<file path="src/oms_pkg.sv">
// Constants for the output mux, stop and pin configuration register group.
// Assumes an 8-bit processor register port with 7-bit addresses on one core clock.
package oms_pkg;
  localparam int NUM_PINS = 4;
  localparam int NUM_OUTS = 10;
  localparam int NUM_STATUS_REGS = 32;
  localparam int ADDR_W = 7;
  localparam int DATA_W = 8;
  localparam int CFG_W = 4;
  localparam int MUX_W = 2;

  // Register offsets
  localparam logic [6:0] ADDR_MUX_1 = 7'h07;
  localparam logic [6:0] ADDR_MUX_2 = 7'h08;
  localparam logic [6:0] ADDR_STOP_1 = 7'h09;
  localparam logic [6:0] ADDR_STOP_2 = 7'h0a;
  localparam logic [6:0] ADDR_PCFG_1 = 7'h0b;
  localparam logic [6:0] ADDR_PCFG_2 = 7'h0c;
  localparam logic [6:0] ADDR_SEL_0 = 7'h0d;
  localparam logic [6:0] ADDR_SEL_1 = 7'h0e;
  localparam logic [6:0] ADDR_SEL_2 = 7'h0f;
  localparam logic [6:0] ADDR_SEL_3 = 7'h10;
  localparam logic [6:0] ADDR_SLAVE = 7'h11;

  // Mux field positions inside each mux register
  localparam int MUX_LO_LSB = 0;
  localparam int MUX_MID_LSB = 2;
  localparam int MUX_HI_LSB = 4;

  // Path codes of a mux field
  localparam logic [1:0] SRC_PLL1_INT = 2'h0;
  localparam logic [1:0] SRC_PLL1_FRAC = 2'h1;
  localparam logic [1:0] SRC_PLL2_INT = 2'h2;
  localparam logic [1:0] SRC_PLL2_FRAC = 2'h3;

  // Stop
  localparam int STOP2_W = 2;
  localparam logic [3:0] STOP_SRC_REG = 4'h1;

  // Pin configuration nibbles and codes
  localparam int PCFG_EVEN_LSB = 0;
  localparam int PCFG_ODD_LSB = 4;
  localparam logic [3:0] CFG_IN = 4'h0;
  localparam logic [3:0] CFG_IN_INV = 4'h1;
  localparam logic [3:0] CFG_OUT_LOW = 4'h2;
  localparam logic [3:0] CFG_OUT_HIGH = 4'h3;
  localparam logic [3:0] CFG_ST = 4'h4;
  localparam logic [3:0] CFG_ST_INV = 4'h5;
  localparam logic [3:0] CFG_ST_LOW0 = 4'h6;
  localparam logic [3:0] CFG_ST_LOW1 = 4'h7;

  // Status select layout
  localparam int SEL_REG_LSB = 3;
  localparam int SEL_REG_W = 5;
  localparam int SEL_BIT_W = 3;
  localparam logic [6:0] STATUS_BASE = 7'h40;
  localparam logic [4:0] PIN_STATUS_REG_IDX = 5'h01;

  // Reset values
  localparam logic [7:0] REG_RST = 8'h00;
  localparam logic [4:0] SLAVE_RST_HI = 5'h1d;
  localparam int SLAVE_STRAP_W = 2;

  // Strap capture timing after reset release, in clock edges
  localparam logic [1:0] STRAP_LOAD = 2'h2;
  localparam logic [1:0] STRAP_DONE = 2'h3;
endpackage

</file>
<file path="src/oms_config_bank.sv">
// Output mux, output stop and multi-purpose pin configuration register group.
// Assumes a single-cycle register port in the clk domain and an external status bank.
// How it works
// - Mux code picks PLL integer or fractional path
// - Groups D E F in second mux register
// - Stop bit stops output when source 0001
// - Internal stop is stop bit OR global
// - Pin config nibbles: odd pin high, even low
// - Codes 0000/0001 are plain or inverted input
// - Codes 0010/0011 drive pin low or high
// - Codes 01xx make pin follow a status bit
// - Pin level always readable as pin state
// - Status select used only in 01xx modes
// - Followed bit at 0x40 plus field, bit
// - Unimplemented status selection is followed as a low status bit
// - Pin status and PLL enables never followed
// - Four status selects at 0x0d..0x10, reset zero
// - Reset loads address defaults; mode pins land on the third edge after release
// - Hard and soft reset keep slave address
// - Global stop halts outputs with source 0001
`timescale 1ns/1ps
module oms_config_bank #(
  parameter logic [oms_pkg::NUM_STATUS_REGS*8-1:0] STATUS_IMPL = '1,
  parameter logic [4:0] PLL1_IE_IDX = 5'h1e,
  parameter logic [4:0] PLL2_IE_IDX = 5'h1f
) (
  // Clock and reset
  input wire logic clk,
  input wire logic rst,
  // Register port
  input wire logic reg_wr,
  input wire logic reg_rd,
  input wire logic [oms_pkg::ADDR_W-1:0] reg_addr,
  input wire logic [oms_pkg::DATA_W-1:0] reg_wdata,
  output logic [oms_pkg::DATA_W-1:0] reg_rdata,
  // Device-level resets
  input wire logic hard_reset_bit,
  input wire logic soft_reset_bit,
  // Output stop
  input wire logic global_output_stop,
  input wire logic [oms_pkg::NUM_OUTS-1:0][3:0] stop_source_select,
  output logic [oms_pkg::NUM_OUTS-1:0] out_stop,
  // Output group sources
  output logic [1:0] group_a_source,
  output logic [1:0] group_b_source,
  output logic [1:0] group_c_source,
  output logic [1:0] group_d_source,
  output logic [1:0] group_e_source,
  output logic [1:0] group_f_source,
  // Multi-purpose pins
  input wire logic [oms_pkg::NUM_PINS-1:0] pin_i,
  output logic [oms_pkg::NUM_PINS-1:0] pin_o,
  output logic [oms_pkg::NUM_PINS-1:0] pin_oe,
  output logic [oms_pkg::NUM_PINS-1:0] pin_in_value,
  output logic [oms_pkg::NUM_PINS-1:0] pin_state,
  // Status bank to follow
  input wire logic [oms_pkg::NUM_STATUS_REGS-1:0][7:0] status_regs,
  // Serial slave address
  input wire logic interface_mode_pin_1,
  input wire logic interface_mode_pin_0,
  output logic [6:0] serial_slave_address
);
  import oms_pkg::*;

  if (PLL1_IE_IDX == PIN_STATUS_REG_IDX || PLL2_IE_IDX == PIN_STATUS_REG_IDX) begin : g_bad_idx
    $error("PLL enable register index collides with pin status register");
  end

  typedef struct packed {
    logic [5:0] mux1;
    logic [5:0] mux2;
    logic [7:0] stop1;
    logic [STOP2_W-1:0] stop2;
    logic [NUM_PINS-1:0][3:0] pcfg;
    logic [NUM_PINS-1:0][7:0] sel;
    logic [6:0] slave;
    logic [1:0] strap_wait;
    logic [NUM_PINS-1:0] pin_s1;
    logic [NUM_PINS-1:0] pin_s2;
    logic [1:0] ifp_s1;
    logic [1:0] ifp_s2;
    logic [7:0] rdata;
    logic [NUM_PINS-1:0] pin_out;
    logic [NUM_PINS-1:0] pin_en;
    logic [NUM_PINS-1:0] pin_val;
    logic [NUM_OUTS-1:0] stop_out;
  } oms_state_t;

  oms_state_t q;
  oms_state_t d;

  logic [NUM_STATUS_REGS*8-1:0] status_flat;
  logic [NUM_PINS-1:0] follow_bit;
  logic [NUM_PINS-1:0] cell_drive;
  logic [NUM_PINS-1:0] cell_en;
  logic [NUM_PINS-1:0] cell_val;
  logic [NUM_OUTS-1:0] stop_bits;

  assign status_flat = status_regs;
  assign stop_bits = {q.stop2, q.stop1};

  for (genvar p = 0; p < NUM_PINS; p++) begin : g_pin
    logic [4:0] reg_idx;
    logic blocked;
    assign reg_idx = q.sel[p][SEL_REG_LSB +: SEL_REG_W];
    // Pin status and PLL enable bytes would make a pin loop on itself
    assign blocked = (reg_idx == PIN_STATUS_REG_IDX) || (reg_idx == PLL1_IE_IDX) ||
                     (reg_idx == PLL2_IE_IDX);
    // Select byte is register*8 + bit, so it indexes the flat bank directly
    assign follow_bit[p] = status_flat[q.sel[p]] & STATUS_IMPL[q.sel[p]] &
                           ~blocked;

    oms_pin_cell u_cell (
      .cfg(q.pcfg[p]),
      .status_bit(follow_bit[p]),
      .level(q.pin_s2[p]),
      .drive(cell_drive[p]),
      .drive_en(cell_en[p]),
      .in_value(cell_val[p])
    );
  end

  always_comb begin
    logic [7:0] rd_val;
    rd_val = REG_RST;
    d = q;

    // Two-stage synchronisers for pins and mode straps
    d.pin_s1 = pin_i;
    d.pin_s2 = q.pin_s1;
    d.ifp_s1 = {interface_mode_pin_1, interface_mode_pin_0};
    d.ifp_s2 = q.ifp_s1;

    // Strap capture once the synchronised mode pins have settled
    if (q.strap_wait != STRAP_DONE) begin
      d.strap_wait = q.strap_wait + 2'h1;
    end
    if (q.strap_wait == STRAP_LOAD) begin
      d.slave[SLAVE_STRAP_W-1:0] = q.ifp_s2;
    end

    // Register writes
    if (reg_wr) begin
      case (reg_addr)
        ADDR_MUX_1: d.mux1 = reg_wdata[5:0];
        ADDR_MUX_2: d.mux2 = reg_wdata[5:0];
        ADDR_STOP_1: d.stop1 = reg_wdata;
        ADDR_STOP_2: d.stop2 = reg_wdata[STOP2_W-1:0];
        ADDR_PCFG_1: begin
          d.pcfg[0] = reg_wdata[PCFG_EVEN_LSB +: CFG_W];
          d.pcfg[1] = reg_wdata[PCFG_ODD_LSB +: CFG_W];
        end
        ADDR_PCFG_2: begin
          d.pcfg[2] = reg_wdata[PCFG_EVEN_LSB +: CFG_W];
          d.pcfg[3] = reg_wdata[PCFG_ODD_LSB +: CFG_W];
        end
        ADDR_SEL_0: d.sel[0] = reg_wdata;
        ADDR_SEL_1: d.sel[1] = reg_wdata;
        ADDR_SEL_2: d.sel[2] = reg_wdata;
        ADDR_SEL_3: d.sel[3] = reg_wdata;
        // No guard against zero: keeping the address legal is software's job
        ADDR_SLAVE: d.slave = reg_wdata[6:0];
        default: d.slave = d.slave;
      endcase
    end

    // Hard and soft reset clear configuration but leave the address alone
    if (hard_reset_bit || soft_reset_bit) begin
      d.mux1 = REG_RST[5:0];
      d.mux2 = REG_RST[5:0];
      d.stop1 = REG_RST;
      d.stop2 = REG_RST[STOP2_W-1:0];
      d.pcfg = '0;
      d.sel = '0;
    end

    // Read path, registered
    case (reg_addr)
      ADDR_MUX_1: rd_val = {2'h0, q.mux1};
      ADDR_MUX_2: rd_val = {2'h0, q.mux2};
      ADDR_STOP_1: rd_val = q.stop1;
      ADDR_STOP_2: rd_val = {6'h00, q.stop2};
      ADDR_PCFG_1: rd_val = {q.pcfg[1], q.pcfg[0]};
      ADDR_PCFG_2: rd_val = {q.pcfg[3], q.pcfg[2]};
      ADDR_SEL_0: rd_val = q.sel[0];
      ADDR_SEL_1: rd_val = q.sel[1];
      ADDR_SEL_2: rd_val = q.sel[2];
      ADDR_SEL_3: rd_val = q.sel[3];
      ADDR_SLAVE: rd_val = {1'b0, q.slave};
      default: rd_val = REG_RST;
    endcase
    if (reg_rd) begin
      d.rdata = rd_val;
    end

    // Pin drive, one register stage so outputs come from flops
    d.pin_out = cell_drive;
    d.pin_en = cell_en;
    d.pin_val = cell_val;

    // Internal stop controls
    for (int i = 0; i < NUM_OUTS; i++) begin
      d.stop_out[i] = (stop_source_select[i] == STOP_SRC_REG) &&
                      (stop_bits[i] || global_output_stop);
    end
  end

  always_ff @(posedge clk or posedge rst) begin
    if (rst) begin
      q <= '0;
      q.slave <= {SLAVE_RST_HI, 2'h0};
    end else begin
      q <= d;
    end
  end

  assign reg_rdata = q.rdata;
  assign out_stop = q.stop_out;
  assign group_a_source = q.mux1[MUX_LO_LSB +: MUX_W];
  assign group_b_source = q.mux1[MUX_MID_LSB +: MUX_W];
  assign group_c_source = q.mux1[MUX_HI_LSB +: MUX_W];
  assign group_d_source = q.mux2[MUX_LO_LSB +: MUX_W];
  assign group_e_source = q.mux2[MUX_MID_LSB +: MUX_W];
  assign group_f_source = q.mux2[MUX_HI_LSB +: MUX_W];
  assign pin_o = q.pin_out;
  assign pin_oe = q.pin_en;
  assign pin_in_value = q.pin_val;
  assign pin_state = q.pin_s2;
  assign serial_slave_address = q.slave;
endmodule

</file>
<file path="src/oms_pin_cell.sv">
// One multi-purpose pin: decodes its configuration into drive and input value.
// Assumes a synchronised pin level and an already-qualified status bit.
`timescale 1ns/1ps
module oms_pin_cell (
  // Configuration
  input wire logic [3:0] cfg,
  input wire logic status_bit,
  // Pin
  input wire logic level,
  output logic drive,
  output logic drive_en,
  // Input value seen by the core
  output logic in_value
);
  import oms_pkg::*;

  always_comb begin
    drive = 1'b0;
    drive_en = 1'b0;
    in_value = level;
    case (cfg)
      CFG_IN: in_value = level;
      CFG_IN_INV: in_value = ~level;
      CFG_OUT_LOW: begin
        drive = 1'b0;
        drive_en = 1'b1;
      end
      CFG_OUT_HIGH: begin
        drive = 1'b1;
        drive_en = 1'b1;
      end
      CFG_ST: begin
        drive = status_bit;
        drive_en = 1'b1;
      end
      CFG_ST_INV: begin
        drive = ~status_bit;
        drive_en = 1'b1;
      end
      CFG_ST_LOW0: drive_en = ~status_bit;
      CFG_ST_LOW1: drive_en = status_bit;
      // Unused codes leave the pin a plain input, the least harmful choice
      default: drive_en = 1'b0;
    endcase
  end
endmodule

</file>
<file path="config.mk">
export PLATFORM = sky130hd
export DESIGN_NAME = oms_config_bank
export DESIGN_NICKNAME = d
export VERILOG_FILES = /design/src/oms_pkg.sv /design/src/oms_config_bank.sv /design/src/oms_pin_cell.sv
export SDC_FILE = /design/constraint.sdc
export NUM_CORES = 1
export LEC_CHECK = 0
export BUFFER_PORTS_ARGS = -buffer_cell sky130_fd_sc_hd__clkbuf_2
export CORE_ASPECT_RATIO = 1.2
export CORE_MARGIN = 3
export CORE_UTILIZATION = 50
export CTS_BUF_LIST = sky130_fd_sc_hd__clkbuf_4 sky130_fd_sc_hd__clkbuf_8
export DETAILED_ROUTE_END_ITERATION = 12
export PLACE_DENSITY = 0.79
export SLEW_MARGIN = 20
export SYNTH_ARGS = -nofsm -noshare
export SYNTH_HDL_FRONTEND = slang
export SYNTH_SLANG_ARGS = --single-unit
export TNS_END_PERCENT = 10
</file>
<file path="constraint.sdc">
create_clock -name clk -period 3.6 [get_ports clk]
set_input_delay 0.18 -clock clk [delete_from_list [all_inputs] [get_ports clk]]
set_output_delay 0.18 -clock clk [all_outputs]
set_load 0.05 [all_outputs]
</file>
==> impl_metrics.env <==
export IMPL_status="finished, final reports clean"
export IMPL_grt_pass1_vias=15700
export IMPL_finalSetupTns_ns=0
export IMPL_synth_largest_area_cell="mux4_2"
export IMPL_antenna_found_initial=6
export IMPL_first_iter_violations=2640
export IMPL_synth_seq_cells=121
export IMPL_timing_final_crit_share_pct=96.8
export IMPL_clock_sinks=121
export IMPL_fin_util_pct=59.6
export IMPL_pwr_share_clk_pct=36.1
export IMPL_muxShareOfSynthArea_pct=44.1
export IMPL_grt_first_pass_wirelength_mm=94.1
export IMPL_synth_area_top_cells="mux4_2, dfrtp_1, mux2i_1"
export IMPL_grt_overflow=0
export IMPL_synthDistinctLibCells=82
export IMPL_hold_viol=0
export IMPL_fin_worst_skew_ns=0.0119
export IMPL_syn_nets=1716
export IMPL_cts_made_buffers=17
export IMPL_cts_htree_levels=4
export IMPL_rows=69
export IMPL_cap_violations=0
export IMPL_avgSynthCellArea_sq_um=10.9
export IMPL_synth_async_sr_flop_share_pct=100
export IMPL_layout_setup_ws_ns=0.116
export IMPL_gp_congestion=1.05
export IMPL_fmax_ghz=0.287
export IMPL_die_y_microns=197
export IMPL_yosys_area_top_type_share_pct=28.4
export IMPL_grt_max_degree=77
export IMPL_fp_dieW_microns=165
export IMPL_yosysSeqAreaShare_pct=20.1
export IMPL_drtPass1Iterations=8
export IMPL_synthCells=1390
export IMPL_vdd_drop_max_mv=0.294
export IMPL_drv_slew=0
export IMPL_synth_ff_type="dfrtp_1"
export IMPL_worstMarginPinSlew_ns=1.11
export IMPL_io_buffers=376
export IMPL_start_util_pct=50.9
export IMPL_cp_arrival_ns=3.79
export IMPL_swShare_pct=31.9
export IMPL_clk_latency_ns=0.44
export IMPL_timing_hold_ws_ns=0.0705
export IMPL_synth_fa_ha_area_share_pct=0.165
export IMPL_hpwl_mm=47.6
export IMPL_yosys_warnings=0
export IMPL_period_needed_ns=3.48
export IMPL_synthXorXnorAreaFrac_pct=0.463
export IMPL_cp_data_required_time_ns=3.91
export IMPL_coreArea_sq_um=29700
export IMPL_wl_per_cell_microns=30.1
export IMPL_die_area_sq_um=32400
export IMPL_routed_wl_mm=63.6
export IMPL_fillers=2475
export IMPL_vias_per_cell=7.49
export IMPL_post_synth_top_count_cell="mux4_2"
export IMPL_p_int_w=0.00242
export IMPL_end_kind="register"
export IMPL_pwr_share_seq_pct=39.2
export IMPL_clockBufferDepth=2
export IMPL_switching_power_w=0.00114
export IMPL_p_comb_share_pct=24.7
export IMPL_ios=377
export IMPL_dp_slack_ns=0.337
export IMPL_final_nets=2032
export IMPL_area_growth_pct=17.1
export IMPL_synth_common_cells="mux4_2, nand2_1, dfrtp_1, mux2i_1, a21oi_1"
export IMPL_vias=15800
export IMPL_yosys_area_share_simple_pct=11.9
export IMPL_rsz0062_at_grt="no"
export IMPL_synth_top_family_by_area="multiplexers"
export IMPL_cts_tree="built"
export IMPL_slew_headroom_pct=25.6
export IMPL_ant_nets=0
export IMPL_holdCritPathClass="in2reg"
export IMPL_cp_max_fo=14
export IMPL_final_layout_size_suffix_gt1_share_pct=42.6
export IMPL_drc_errors=0
export IMPL_cts_root_buf="clkbuf_8"
export IMPL_synth_edf_count=0
export IMPL_grt_util_all_layers_pct=38.5
export IMPL_critPathLaunchType="register"
export IMPL_power_density_nw_per_um2=201
export IMPL_synth_compound_area_share_pct=14.1
export IMPL_path_class="reg2reg"
export IMPL_synthesis_area_sq_um=15100
export IMPL_final_setup_viol_count=0
export IMPL_clkSlewWorstSetupHoldPaths_ns=0.09
export IMPL_leakagePower_nw=6.81
state kept, by name, indices dropped and copies added (netlist names):
| register | count |
|---|---|
| pin_in_value | 4 |
| group_f_source | 2 |
| serial_slave_address | 7 |
| group_e_source | 2 |
| pin_state | 4 |
| pin_o | 4 |
| group_a_source | 2 |
| group_d_source | 2 |
| out_stop | 10 |
| reg_rdata | 8 |
| d | 6 |
| g_pin.reg_idx | 20 |
| q | 42 |
| pin_oe | 4 |
| group_b_source | 2 |
| group_c_source | 2 |
logic make-up (layout without fill, tap and decap cells):
kind of cell / Yosys count / count (layout)
simple gates: 360 / 360
fa+ha+maj: 2 / 2
xor+xnor: 8 / 8
other cells: 0 / 5
compound gates: 312 / 312
buf+inv: 224 / 553
flops: 121 / 121
mux: 363 / 363
power by group through the flow:
stage | clock [W] | sequential [W] | combinational [W]
after floorplan | 0 | 0.00141 | 0.000440
after global placement | 0 | 0.00142 | 0.000812
after detailed placement | 0 | 0.00142 | 0.000827
after CTS | 0.00130 | 0.00139 | 0.000851
after global routing | 0.00136 | 0.00140 | 0.000916
final | 0.00128 | 0.00139 | 0.000878
critical path, stage by stage (launching register included):
cell	delay [ns]
dfrtp_1	0.72
nor3b_1	1.04
a221oi_1	0.24
o21ai_0	0.14
a21oi_1	0.10
or4_1	0.48
nand4_1	0.32
mux2i_1	0.24
nand2_1	0.09
final cells by class:
type	count	area (sq um)	area share, %
tap	390	488	2.76
antenna	5	12.5	0.0707
multi-input combinational	1045	10700	60.5
inverter	33	126	0.714
timing repair buffer	488	2890	16.3
clock inverter	15	180	1.02
sequential	121	3050	17.2
clock buffer	17	234	1.32
per-layer routing:
layer | vias up | share of wire (%) | track usage (%)
met5 | - | 0.066 | 0
met2 | 1601 | 45 | 58.8
met4 | 6 | 9.3 | 28.1
met1 | 7567 | 31 | 45.8
li1 | 6247 | - | -
met3 | 409 | 15 | 12.0
through the flow:
stage	instances	power, W	instance area (sq um)
floorplan	1390	0.00185	15100
global placement	2045	0.00223	17000
detailed placement	2045	0.00225	17000
CTS	2104	0.00355	17600
global route	2110	0.00368	17700
finish	2114	0.00356	17700
timing repair:
| action | 4_1_cts | 5_1_grt |
|---|---|---|
| setup endpoints to repair | 0 | 2 |
| resized for setup | 0 | 1 |
| hold buffers | 27 | 0 |
| setup buffers | 0 | 5 |
| hold endpoints to repair | 87 | 0 |
cells in the final DEF (no fill, tap or decap), drive strengths merged, types with 5 or more instances in the layout:
master	n
nor2b	11
clkbuf	393
mux2i	113
a21oi	87
and3	10
o2111ai	11
dfrtp	117
o21ai	45
nor4b	16
a31oi	9
nand2b	12
o22ai	10
nor4	5
a221o	13
o221ai	5
nand3	67
a211oi	11
and2	7
nor2	54
nor3b	6
nand4	9
nor3	16
and2b	6
mux4	229
xor2	6
a22oi	35
nand2	123
o21a	11
a221oi	25
inv	38
diode	5
buf	85
mux2	21
clkinv	5
dlygate4sd3	27
o211ai	10
final timing paths:
check	to	slack, ns	from	cells past startpoint
max	pin_o[0]	0.12	q[53]	8
min	reg_rdata[7]	0.07	reg_rd	2
max reg2reg	pin_o[0]	0.12	q[53]	8
min reg2reg	pin_state[1]	0.35	d[35]	0
max in group asynchronous	serial_slave_address[2]	2.13	rst	4
min in group asynchronous	reg_rdata[2]	0.48	rst	3
Power figures use the tool's default switching activity.
